===== config.mk =====
export PLATFORM = sky130hd
export DESIGN_NAME = fpm_menu
export DESIGN_NICKNAME = d
export VERILOG_FILES = /design/src/fpm_menu.v
export VERILOG_INCLUDE_DIRS = /design/src /design/src/shared
export SDC_FILE = /design/constraint.sdc
export NUM_CORES = 2
export LEC_CHECK = 0
export BUFFER_PORTS_ARGS = -buffer_cell sky130_fd_sc_hd__buf_4
export CAP_MARGIN = 20
export CORE_ASPECT_RATIO = 0.6
export CORE_MARGIN = 8
export CORE_UTILIZATION = 30
export DETAILED_ROUTE_END_ITERATION = 8
export GPL_TIMING_DRIVEN = 0
export SYNTH_ARGS = -nofsm -noshare
export SYNTH_HDL_FRONTEND = slang
export SYNTH_SLANG_ARGS = --single-unit

===== constraint.sdc =====
create_clock -name sys_clk -period 6.83 [get_ports sys_clk]
set_clock_uncertainty 0.05 [all_clocks]
set_input_delay 1.366 -clock sys_clk [delete_from_list [all_inputs] [get_ports sys_clk]]
set_output_delay 1.366 -clock sys_clk [all_outputs]
set_load 0.01 [all_outputs]

===== src/shared/fpm_consts.vh =====
// Constants for the two-button front-panel menu controller.
// Assumes a 200 MHz system clock; included by bare name.
`ifndef FPM_CONSTS_VH
`define FPM_CONSTS_VH
// ****************************************************************
// Timing figures in their own units, cycle counts derived from them
// ****************************************************************
`define FPM_CLK_MHZ 200
`define FPM_DEBOUNCE_US 10000
`define FPM_HOLD_US 600000
`define FPM_BOTH_US 1000000
`define FPM_IDLE_S 60
`define FPM_FREQ_S 5
`define FPM_DEBOUNCE_CYC (`FPM_DEBOUNCE_US * `FPM_CLK_MHZ)
`define FPM_HOLD_CYC (`FPM_HOLD_US * `FPM_CLK_MHZ)
`define FPM_BOTH_CYC (`FPM_BOTH_US * `FPM_CLK_MHZ)
`define FPM_IDLE_CYC (`FPM_IDLE_S * 64'd1000000 * `FPM_CLK_MHZ)
`define FPM_FREQ_CYC (`FPM_FREQ_S * 1000000 * `FPM_CLK_MHZ)
// ****************************************************************
// Register word indices (byte address bits 5:2)
// ****************************************************************
`define FPM_REG_CTRL 4'h0
`define FPM_REG_STATUS 4'h1
`define FPM_REG_PASSWORD 4'h2
`define FPM_REG_CT 4'h3
`define FPM_REG_VT 4'h4
`define FPM_REG_DISP 4'h5
`define FPM_REG_PROFILE 4'h6
`define FPM_REG_CLOCK 4'h7
// ****************************************************************
// Field positions and reset values
// ****************************************************************
`define FPM_CTRL_G2_OUT 0
`define FPM_CTRL_ROT_EN 1
`define FPM_CTRL_PW_SET 2
`define FPM_CT_RESET 32'h0005_0005
`define FPM_VT_RESET 32'h0000_0000
`define FPM_ROT_RESET 32'h0000_0008
`define FPM_LAST_SCREEN 3'd7
`endif


===== src/fpm_menu.v =====
// Front-panel controller: two buttons, menus, digit entry, I/O LEDs.
// Assumes sync inputs on sys_clk and an Avalon-MM master for settings.
//
// Chosen here: the Avalon-MM interface to the registers and the register offsets.
`include "fpm_consts.vh"
module fpm_menu #(
  parameter DEB_CYC = `FPM_DEBOUNCE_CYC,
  parameter HOLD_CYC = `FPM_HOLD_CYC,
  parameter BOTH_CYC = `FPM_BOTH_CYC,
  parameter IDLE_CYC = `FPM_IDLE_CYC,
  parameter FREQ_CYC = `FPM_FREQ_CYC,
  parameter ROT_UNIT = `FPM_CLK_MHZ * 1000000
) (
  // Clock and reset
  input wire sys_clk,
  input wire reset_n,
  // Front-panel buttons, high while pressed
  input wire button_one,
  input wire button_two,
  // Group one relay drive state
  input wire relay_output_one_in,
  input wire relay_output_two_in,
  // Group two channel sense and drive
  input wire [2:0] g2_signal_in,
  input wire [2:0] g2_drive_in,
  // Avalon-MM slave
  input wire [5:0] avs_address,
  input wire avs_read,
  input wire avs_write,
  input wire [31:0] avs_writedata,
  output reg [31:0] avs_readdata,
  output reg avs_waitrequest,
  // Display and status
  output reg programming_mode_marker,
  output reg current_ratio_menu_marker,
  output reg voltage_ratio_menu_marker,
  output reg relay_output_one,
  output reg relay_output_two,
  output reg [2:0] menu_index,
  output reg [2:0] screen_index,
  output reg [2:0] flash_digit,
  output reg password_screen,
  output reg [11:0] edit_value,
  output reg [2:0] led_green,
  output reg [2:0] led_red,
  output reg [2:0] g2_dir_out,
  output reg meas_settled
);
  // ****************************************************************
  // States, one-hot
  // ****************************************************************
  localparam ST_DISP = 4'b0001;
  localparam ST_PASS = 4'b0010;
  localparam ST_MENU = 4'b0100;
  localparam ST_EDIT = 4'b1000;
  // Digit position 3 means whole number flashing (point shift)
  localparam [2:0] POS_WHOLE = 3'd3;
  localparam [2:0] POS_SEC = 3'd4;

  // Forward or back step of a BCD digit
  function [3:0] bcd_step;
    input [3:0] v;
    input up;
    begin
      if (up)
        bcd_step = (v == 4'h9) ? 4'h0 : v + 4'h1;
      else
        bcd_step = (v == 4'h0) ? 4'h9 : v - 4'h1;
    end
  endfunction

  // Cyclic step of a three-bit index between zero and last
  function [2:0] idx_step;
    input [2:0] v;
    input [2:0] last;
    input up;
    begin
      if (up)
        idx_step = (v == last) ? 3'd0 : v + 3'd1;
      else
        idx_step = (v == 3'd0) ? last : v - 3'd1;
    end
  endfunction

  // ****************************************************************
  // Button debounce and press classification
  // ****************************************************************
  wire [1:0] btn_raw = {button_two, button_one};
  wire [1:0] btn_lvl;
  wire [1:0] short_p;
  wire [1:0] long_p;
  reg both_q;
  genvar gi;
  generate
    for (gi = 0; gi < 2; gi = gi + 1) begin : g_btn
      reg [31:0] deb_cnt_q;
      reg [31:0] hold_cnt_q;
      reg lvl_q;
      reg fired_q;
      reg short_q;
      reg long_q;
      // Each channel owns its flops; only these wires are shared
      assign btn_lvl[gi] = lvl_q;
      assign short_p[gi] = short_q;
      assign long_p[gi] = long_q;
      // Level must stay changed for the whole window to count
      always @(posedge sys_clk) begin
        if (!reset_n) begin
          deb_cnt_q <= 32'h0000_0000;
          lvl_q <= 1'b0;
        end else if (btn_raw[gi] == lvl_q) begin
          deb_cnt_q <= 32'h0000_0000;
        end else if (deb_cnt_q >= DEB_CYC - 1) begin
          deb_cnt_q <= 32'h0000_0000;
          lvl_q <= btn_raw[gi];
        end else begin
          deb_cnt_q <= deb_cnt_q + 32'h0000_0001;
        end
      end
      // Hold timer; a long press fires once, a short one on release
      always @(posedge sys_clk) begin
        if (!reset_n) begin
          hold_cnt_q <= 32'h0000_0000;
          fired_q <= 1'b0;
          short_q <= 1'b0;
          long_q <= 1'b0;
        end else begin
          short_q <= 1'b0;
          long_q <= 1'b0;
          if (lvl_q) begin
            if (hold_cnt_q != 32'hFFFF_FFFF)
              hold_cnt_q <= hold_cnt_q + 32'h0000_0001;
            if (hold_cnt_q == HOLD_CYC - 1 && !both_q) begin
              long_q <= 1'b1;
              fired_q <= 1'b1;
            end
          end else begin
            hold_cnt_q <= 32'h0000_0000;
            fired_q <= 1'b0;
            if (hold_cnt_q != 32'h0000_0000 && !fired_q && !both_q)
              short_q <= 1'b1;
          end
        end
      end
    end
  endgenerate

  // Both-button hold; the chord suppresses single presses until release
  reg [31:0] both_cnt_q;
  reg both_p;
  always @(posedge sys_clk) begin
    if (!reset_n) begin
      both_cnt_q <= 32'h0000_0000;
      both_q <= 1'b0;
      both_p <= 1'b0;
    end else begin
      both_p <= 1'b0;
      if (btn_lvl == 2'b11) begin
        both_q <= 1'b1;
        if (both_cnt_q == BOTH_CYC - 1)
          both_p <= 1'b1;
        if (both_cnt_q != 32'hFFFF_FFFF)
          both_cnt_q <= both_cnt_q + 32'h0000_0001;
      end else begin
        both_cnt_q <= 32'h0000_0000;
        if (btn_lvl == 2'b00)
          both_q <= 1'b0;
      end
    end
  end
  wire b1_any = short_p[0] | long_p[0];
  wire b2_any = short_p[1] | long_p[1];
  wire b2_up = short_p[1];

  // ****************************************************************
  // Settings held by bus and panel
  // ****************************************************************
  reg [31:0] ctrl_q;
  reg [11:0] password_q;
  reg [31:0] ct_q;
  reg [31:0] vt_q;
  reg [31:0] rot_q;
  reg [31:0] profile_q;
  reg [31:0] clock_q;
  reg [3:0] state_q;
  reg [11:0] work_q;
  reg [1:0] point_q;
  reg sec5_q;
  reg [35:0] idle_cnt_q; // Sixty seconds of cycles needs over 32 bits
  reg [31:0] rot_cnt_q;
  reg [31:0] freq_cnt_q;
  wire [3:0] wsel = avs_address[5:2];
  wire wr_hit = avs_write && avs_waitrequest == 1'b0;
  // Nibble of the work value under the flashing digit
  wire [3:0] cur_nib = (flash_digit == 3'd0) ? work_q[11:8] :
                       (flash_digit == 3'd1) ? work_q[7:4] : work_q[3:0];

  // ****************************************************************
  // Menu state machine
  // ****************************************************************
  always @(posedge sys_clk) begin
    if (!reset_n) begin
      state_q <= ST_DISP;
      menu_index <= 3'd0;
      screen_index <= 3'd0;
      flash_digit <= 3'd0;
      work_q <= 12'h000;
      point_q <= 2'd0;
      sec5_q <= 1'b1;
      ct_q <= `FPM_CT_RESET;
      vt_q <= `FPM_VT_RESET;
      idle_cnt_q <= 36'h0_0000_0000;
      rot_cnt_q <= 32'h0000_0000;
    end else begin
      if (b1_any || b2_any || both_p)
        idle_cnt_q <= 36'h0_0000_0000;
      else if (state_q != ST_DISP)
        idle_cnt_q <= idle_cnt_q + 36'h0_0000_0001;
      // Bus writes of ratios; panel edits below win in the same cycle
      if (wr_hit && wsel == `FPM_REG_CT)
        ct_q <= avs_writedata;
      if (wr_hit && wsel == `FPM_REG_VT)
        vt_q <= avs_writedata;
      case (state_q)
        ST_DISP: begin
          if (both_p) begin
            flash_digit <= 3'd0;
            work_q <= 12'h000;
            menu_index <= 3'd0;
            state_q <= ctrl_q[`FPM_CTRL_PW_SET] ? ST_PASS : ST_MENU;
          end else if (b1_any || b2_any) begin
            rot_cnt_q <= 32'h0000_0000;
            screen_index <= idx_step(screen_index,
              `FPM_LAST_SCREEN, short_p[0] | short_p[1]);
          end else if (ctrl_q[`FPM_CTRL_ROT_EN]) begin
            if (rot_cnt_q >= rot_q * ROT_UNIT - 1) begin
              rot_cnt_q <= 32'h0000_0000;
              screen_index <= idx_step(screen_index,
                `FPM_LAST_SCREEN, 1'b1);
            end else begin
              rot_cnt_q <= rot_cnt_q + 32'h0000_0001;
            end
          end
        end
        ST_PASS: begin
          if (both_p || idle_cnt_q >= IDLE_CYC - 1) begin
            state_q <= ST_DISP;
          end else if (b2_any) begin
            case (flash_digit)
              3'd0: work_q[11:8] <= bcd_step(cur_nib, b2_up);
              3'd1: work_q[7:4] <= bcd_step(cur_nib, b2_up);
              default: work_q[3:0] <= bcd_step(cur_nib, b2_up);
            endcase
          end else if (b1_any) begin
            if (flash_digit == 3'd2) begin
              flash_digit <= 3'd0;
              work_q <= 12'h000;
              if (work_q == password_q)
                state_q <= ST_MENU;
            end else begin
              flash_digit <= flash_digit + 3'd1;
            end
          end
        end
        ST_MENU: begin
          if (both_p || idle_cnt_q >= IDLE_CYC - 1) begin
            state_q <= ST_DISP;
          end else if (b2_any) begin
            menu_index <= idx_step(menu_index, 3'd6, b2_up);
          end else if (b1_any && menu_index <= 3'd1) begin
            // Only the two ratio menus are edited here
            state_q <= ST_EDIT;
            flash_digit <= 3'd0;
            work_q <= (menu_index == 3'd0) ? ct_q[27:16] : vt_q[27:16];
            point_q <= (menu_index == 3'd0) ? ct_q[29:28] : vt_q[29:28];
            sec5_q <= (menu_index == 3'd0) ? ct_q[2] : vt_q[2];
          end
        end
        ST_EDIT: begin
          if (both_p || idle_cnt_q >= IDLE_CYC - 1) begin
            state_q <= ST_DISP;
          end else if (b2_any) begin
            if (flash_digit == POS_SEC)
              sec5_q <= ~sec5_q;
            else if (flash_digit == POS_WHOLE)
              point_q <= (point_q == 2'd2) ? 2'd0 : point_q + 2'd1;
            else if (flash_digit == 3'd0)
              work_q[11:8] <= bcd_step(cur_nib, b2_up);
            else if (flash_digit == 3'd1)
              work_q[7:4] <= bcd_step(cur_nib, b2_up);
            else
              work_q[3:0] <= bcd_step(cur_nib, b2_up);
          end else if (b1_any) begin
            if (flash_digit == POS_SEC) begin
              // Commit three digits, point and secondary back to store
              if (menu_index == 3'd0)
                ct_q <= {2'b00, point_q, work_q, 13'h0000,
                         sec5_q, 1'b0, 1'b1};
              else
                vt_q <= {2'b00, point_q, work_q, 13'h0000,
                         sec5_q, 1'b0, 1'b1};
              state_q <= ST_MENU;
              flash_digit <= 3'd0;
            end else begin
              flash_digit <= flash_digit + 3'd1;
            end
          end
        end
        default: state_q <= ST_DISP;
      endcase
    end
  end

  // ****************************************************************
  // Bus-only settings and power-up settle timer
  // ****************************************************************
  always @(posedge sys_clk) begin
    if (!reset_n) begin
      ctrl_q <= 32'h0000_0000;
      password_q <= 12'h000;
      rot_q <= `FPM_ROT_RESET;
      profile_q <= 32'h0000_0000;
      clock_q <= 32'h0000_0000;
      freq_cnt_q <= 32'h0000_0000;
      meas_settled <= 1'b0;
    end else begin
      if (wr_hit) begin
        case (wsel)
          `FPM_REG_CTRL: ctrl_q <= {29'h0, avs_writedata[2:0]};
          `FPM_REG_PASSWORD: password_q <= avs_writedata[11:0];
          `FPM_REG_DISP: rot_q <= avs_writedata;
          `FPM_REG_PROFILE: profile_q <= avs_writedata;
          `FPM_REG_CLOCK: clock_q <= avs_writedata;
          default: ;
        endcase
      end
      if (freq_cnt_q >= FREQ_CYC - 1)
        meas_settled <= 1'b1;
      else
        freq_cnt_q <= freq_cnt_q + 32'h0000_0001;
    end
  end

  // ****************************************************************
  // Avalon-MM answer: one wait cycle, then data and release
  // ****************************************************************
  always @(posedge sys_clk) begin
    if (!reset_n) begin
      avs_waitrequest <= 1'b1;
      avs_readdata <= 32'h0000_0000;
    end else begin
      avs_waitrequest <= 1'b1;
      if ((avs_read || avs_write) && avs_waitrequest) begin
        avs_waitrequest <= 1'b0;
        case (wsel)
          `FPM_REG_CTRL: avs_readdata <= ctrl_q;
          `FPM_REG_STATUS: avs_readdata <= {20'h0, meas_settled,
            state_q, menu_index, screen_index, 1'b0};
          `FPM_REG_PASSWORD: avs_readdata <= {20'h0, password_q};
          `FPM_REG_CT: avs_readdata <= ct_q;
          `FPM_REG_VT: avs_readdata <= vt_q;
          `FPM_REG_DISP: avs_readdata <= rot_q;
          `FPM_REG_PROFILE: avs_readdata <= profile_q;
          `FPM_REG_CLOCK: avs_readdata <= clock_q;
          default: avs_readdata <= 32'h0000_0000;
        endcase
      end
    end
  end

  // ****************************************************************
  // Display markers and channel LEDs
  // ****************************************************************
  always @(posedge sys_clk) begin
    if (!reset_n) begin
      programming_mode_marker <= 1'b0;
      current_ratio_menu_marker <= 1'b0;
      voltage_ratio_menu_marker <= 1'b0;
      password_screen <= 1'b0;
      edit_value <= 12'h000;
      relay_output_one <= 1'b0;
      relay_output_two <= 1'b0;
      led_green <= 3'b000;
      led_red <= 3'b000;
      g2_dir_out <= 3'b000;
    end else begin
      programming_mode_marker <= state_q[2] | state_q[3];
      current_ratio_menu_marker <= !state_q[0] && !state_q[1] &&
                                   menu_index == 3'd0;
      voltage_ratio_menu_marker <= !state_q[0] && !state_q[1] &&
                                   menu_index == 3'd1;
      password_screen <= state_q[1];
      edit_value <= work_q;
      // Drive state taken before any NC/NO inversion stage
      relay_output_one <= relay_output_one_in;
      relay_output_two <= relay_output_two_in;
      // One bit sets the whole group; no per-channel direction exists
      g2_dir_out <= {3{ctrl_q[`FPM_CTRL_G2_OUT]}};
      led_green <= ctrl_q[`FPM_CTRL_G2_OUT] ? 3'b000 : g2_signal_in;
      led_red <= ctrl_q[`FPM_CTRL_G2_OUT] ? g2_drive_in : 3'b000;
    end
  end
endmodule


==> impl.org <==
** GRT
- GR Util met1 :: 0.267
- The via count of the first global-routing pass was 22600.
- In this run the most used layer during global routing was met1.
- The first global-routing pass estimated 141000 µm of wire.
- Entering global routing, the biggest net connects 17 pins.
- The initial antenna violation count came to 3.
- In the global route stage, overall resource usage came out at 0.173.
- Met2 GRT Util :: 0.229
- Met3 track demand over resource :: 0.0496
- Total overflow reported by the global router :: 0

** Critical path
- The slowest stage of the critical path belongs to the cell sky130_fd_sc_hd__fa_1.
- Worst-path maximum fanout :: 7
- Crit path arrival time :: 7610 ps
- Data on the critical path is required at its endpoint by 7260 ps.
- The worst setup path is launched from a flop.
- In this design, the critical path's most frequently occurring cell is sky130_fd_sc_hd__fa_1.
- STA classifies the critical path endpoint as a flop.
- On the worst path, the slowest cell contributes a delay of 530 ps.
- Critical Setup Path Class :: reg2reg

** Floorplanning
- The initial utilization of the core area, before any placement, comes to 0.301.
- The die is 254 µm tall.
- The total area inside the core boundary comes to 93600 µm².
- After floorplanning, the core was divided into 87 placement rows.
- The die covers 104000 µm².
- Top-level I/O count :: 122
- Measured along the x axis, the die boundary spans 412 µm.

** Pwr
- In this run the power density over the cells is 198 nW/µm².
- The internal portion of the total power is 5.03 mW.
- Portion of total power attributed to sequential cells :: 0.468
- VDD IR-drop max :: 0.161 mV
- Sw frac :: 0.254
- The share of total power dissipated in the clock network is 0.455.
- Relative contribution of combinational cells to total power :: 0.078
- Overall power :: 6.75 mW
- Summed over all nets, the switching power comes to 1.71 mW.
- The analysis attributes to cell leakage a power of 12.9 nW.

** Timing
- At the pin with the least slew margin, the transition time is 1220 ps.
- Setup-failing EPs final :: 34
- In the finished design, the share of the clock period the worst path needs comes to 1.05.
- Max Slew Vio Count :: 0
- Based on the critical path, the design can be clocked at up to 139 MHz.
- Setup TNS Final :: -10310 ps
- Measured against its own limit, the worst slew margin works out to 0.177.
- After layout, the worst setup slack is -341 ps.
- The final number of hold-violating endpoints came to 0.
- The routed design could run at a clock period as short as 7170 ps.
- RSZ-0062 raised after global routing :: yes

** Synth
- Among all flip-flop cells after synthesis, the most frequent one is sky130_fd_sc_hd__dfxtp_1.
- The share of synthesized area in the top cell type comes to 0.377.
- A synthesized cell averages 8.43 µm².
- By area the synthesized netlist is led by sky130_fd_sc_hd__dfxtp_1, sky130_fd_sc_hd__nand2_1, sky130_fd_sc_hd__ha_1.
- Most frequent cells after synthesis :: sky130_fd_sc_hd__nand2_1, sky130_fd_sc_hd__dfxtp_1, sky130_fd_sc_hd__nor2_1
- The synthesized netlist contains 82 unique library cells.
- In the synthesized netlist, the number of instances is 3346.
- Async S/R FF share, synth :: 0
- Sequential-to-total area share from yosys stat :: 0.377
- During synthesis, Yosys emitted a total of 0 warnings.
- Summed over all instances, the cell type with the most area after synthesis is sky130_fd_sc_hd__dfxtp_1.
- In this run, synthesis inferred 0 flip-flops with an integrated enable.
- Number of register bits inferred by synthesis :: 532
- Post-synthesis instance area :: 28200 µm²
- By instance count, the leading cell after synthesis is sky130_fd_sc_hd__nand2_1.

** CTS
- Clock-pin slew was measured on the worst setup and hold paths at 70 ps.
- CTS tree :: yes
- Clk sinks :: 532
- Total CTS buffers :: 51
- The clock tree synthesis step divided the H-tree into 2 levels.
- Insertion delay of the later-clocked pin in the worst-skew pair :: 650 ps
- The cell sitting at the root of the clock tree is a sky130_fd_sc_hd__clkbuf_16.
- Largest buffer count on any clock path :: 3

** Finish
- Layout cell share with drive strength beyond 1 :: 0.134
- For this run, the post-layout net count is 3895.
- Final Instance Count excl. Fillers :: 4902
- In the final layout, the multi-input gates occupy 17100 µm².
- Storage cell area :: 10700 µm²
- Signed area change from the synthesized netlist to the final layout :: 20.8%
- Counting the fill cells in the layout gives 9576.

** Drt
- Vias per Instance :: 5.14
- Routed wire length :: 94100 µm
- Remaining antenna violation count after routing :: 0
- After detailed routing, the average wire length per cell comes to 19.2 µm.
- For this run, the detailed router's first-pass iteration total came to 6.
- Residual DRC :: 0
- The routed layout has 25200 vias.
- Initial detailed-routing violation count :: 2982

** Place
- The count of buffers added on input and output ports is 117.
- The congestion estimate from routability-driven global placement came to 0.958.
- In this run, placement finished with an instance count of 4731.
- Summed over all nets, the half-perimeter wirelength after detailed placement is 70300 µm.

** Job
- Max-cap violations in this run came to 0.

** Outcome
- Failing checks :: setup timing
- Status :: finished, violations left

** Hold path
- Worst hold path type :: reg2reg
==> worst paths after layout <==
check,from,to,slack (ps),cells past startpoint
min,g_btn[0].fired_q,g_btn[0].short_q,380,1
max,rot_q[7],rot_cnt_q[13],-340,28
max reg2reg,rot_q[7],rot_cnt_q[13],-340,28
min reg2reg,g_btn[0].fired_q,g_btn[0].short_q,380,1
==> cell type report <==
cell class | instances | area share
multi-input cells | 2476 | 0.500
flip-flops and latches | 532 | 0.314
well taps | 1246 | 0.0457
repair buffers | 192 | 0.0451
clock buffers | 68 | 0.0429
inverters | 202 | 0.0224
plain buffers | 156 | 0.0203
clock inverters | 27 | 0.00936
diodes | 3 | 0.000220
==> what timing repair did <==
item	CTS	global route
gates cloned	3	0
buffers inserted	60	11
hold buffers	0	0
endpoints found under the setup margin	35	35
pin swaps	102	39
resized for setup	132	48
==> worst max-delay path, delay by kind of cell, from the launching register on <==
family	cells	cell delay, ps
AO/OA/AOI/OAI	3	490
adder cells (fa/ha/maj)	8	3000
AND/OR/NAND/NOR	10	2200
multiplexers	1	340
flip-flops	1	410
buffers and inverters	6	510
==> metrics by stage <==
step	worst slack (ps)	hold WS, ps	instance area, µm²	utilization
2_1_floorplan	5.11	350	28500	-
3_3_place_gp	-2190	365	30900	0.330
3_5_place_dp	-2260	368	30900	0.330
4_1_cts	-320	378	33800	0.361
5_1_grt	-520	394	34100	0.364
6_report	-341	376	34100	0.364
==> cells by family after synthesis <==
| kind of cell | Yosys count | share of synthesized area |
|---|---|---|
| AOI/OAI and AO/OA | 543 | 0.126 |
| xor gates and xnor gates | 273 | 0.0847 |
| adders and majority gates | 232 | 0.127 |
| buffers and inverters | 359 | 0.0489 |
| DFF | 532 | 0.377 |
| muxes | 43 | 0.0163 |
| other | 1 | 0.000133 |
| and+or+nand+nor | 1363 | 0.220 |
==> state kept, by name, summed over array words and instances (netlist names), 32 cells and up <==
signal            cells
freq_cnt_q           32
g_btn.hold_cnt_q     64
rot_cnt_q            32
profile_q            32
idle_cnt_q           36
g_btn.deb_cnt_q      64
rot_q                32
both_cnt_q           32
vt_q                 32
avs_readdata         32
clock_q              32
ct_q                 32
==> placed cells by master, fill, tap and decap left out, types with 67 or more instances in the layout <==
cell,netlist,layout
sky130_fd_sc_hd__a21oi_1,229,224
sky130_fd_sc_hd__inv_1,202,178
sky130_fd_sc_hd__dfxtp_1,532,519
sky130_fd_sc_hd__nand2_1,552,551
sky130_fd_sc_hd__xnor2_1,100,95
sky130_fd_sc_hd__o21ai_0,75,71
sky130_fd_sc_hd__buf_4,3,180
sky130_fd_sc_hd__ha_1,143,114
sky130_fd_sc_hd__nand4_1,67,67
sky130_fd_sc_hd__nand3_1,109,107
sky130_fd_sc_hd__clkbuf_1,146,147
sky130_fd_sc_hd__xor2_1,173,169
sky130_fd_sc_hd__fa_1,89,78
sky130_fd_sc_hd__nor2_1,358,334
==> layer usage <==
layer  part of all wire  vias up
met5                  0        -
met4              0.022        0
met3               0.12      137
met2               0.38     1191
met1               0.48    11900
li1                   -    11900
==> power groups by stage <==
stage / Combinational [mW] / Clock, mW / Sequential, mW
floorplan: 0.236 / 0 / 3.23
global placement: 0.424 / 0 / 3.23
detailed placement: 0.428 / 0 / 3.23
CTS: 0.496 / 3.12 / 3.16
global route: 0.560 / 3.26 / 3.16
finish: 0.524 / 3.07 / 3.15
Power figures use the tool's default switching activity.
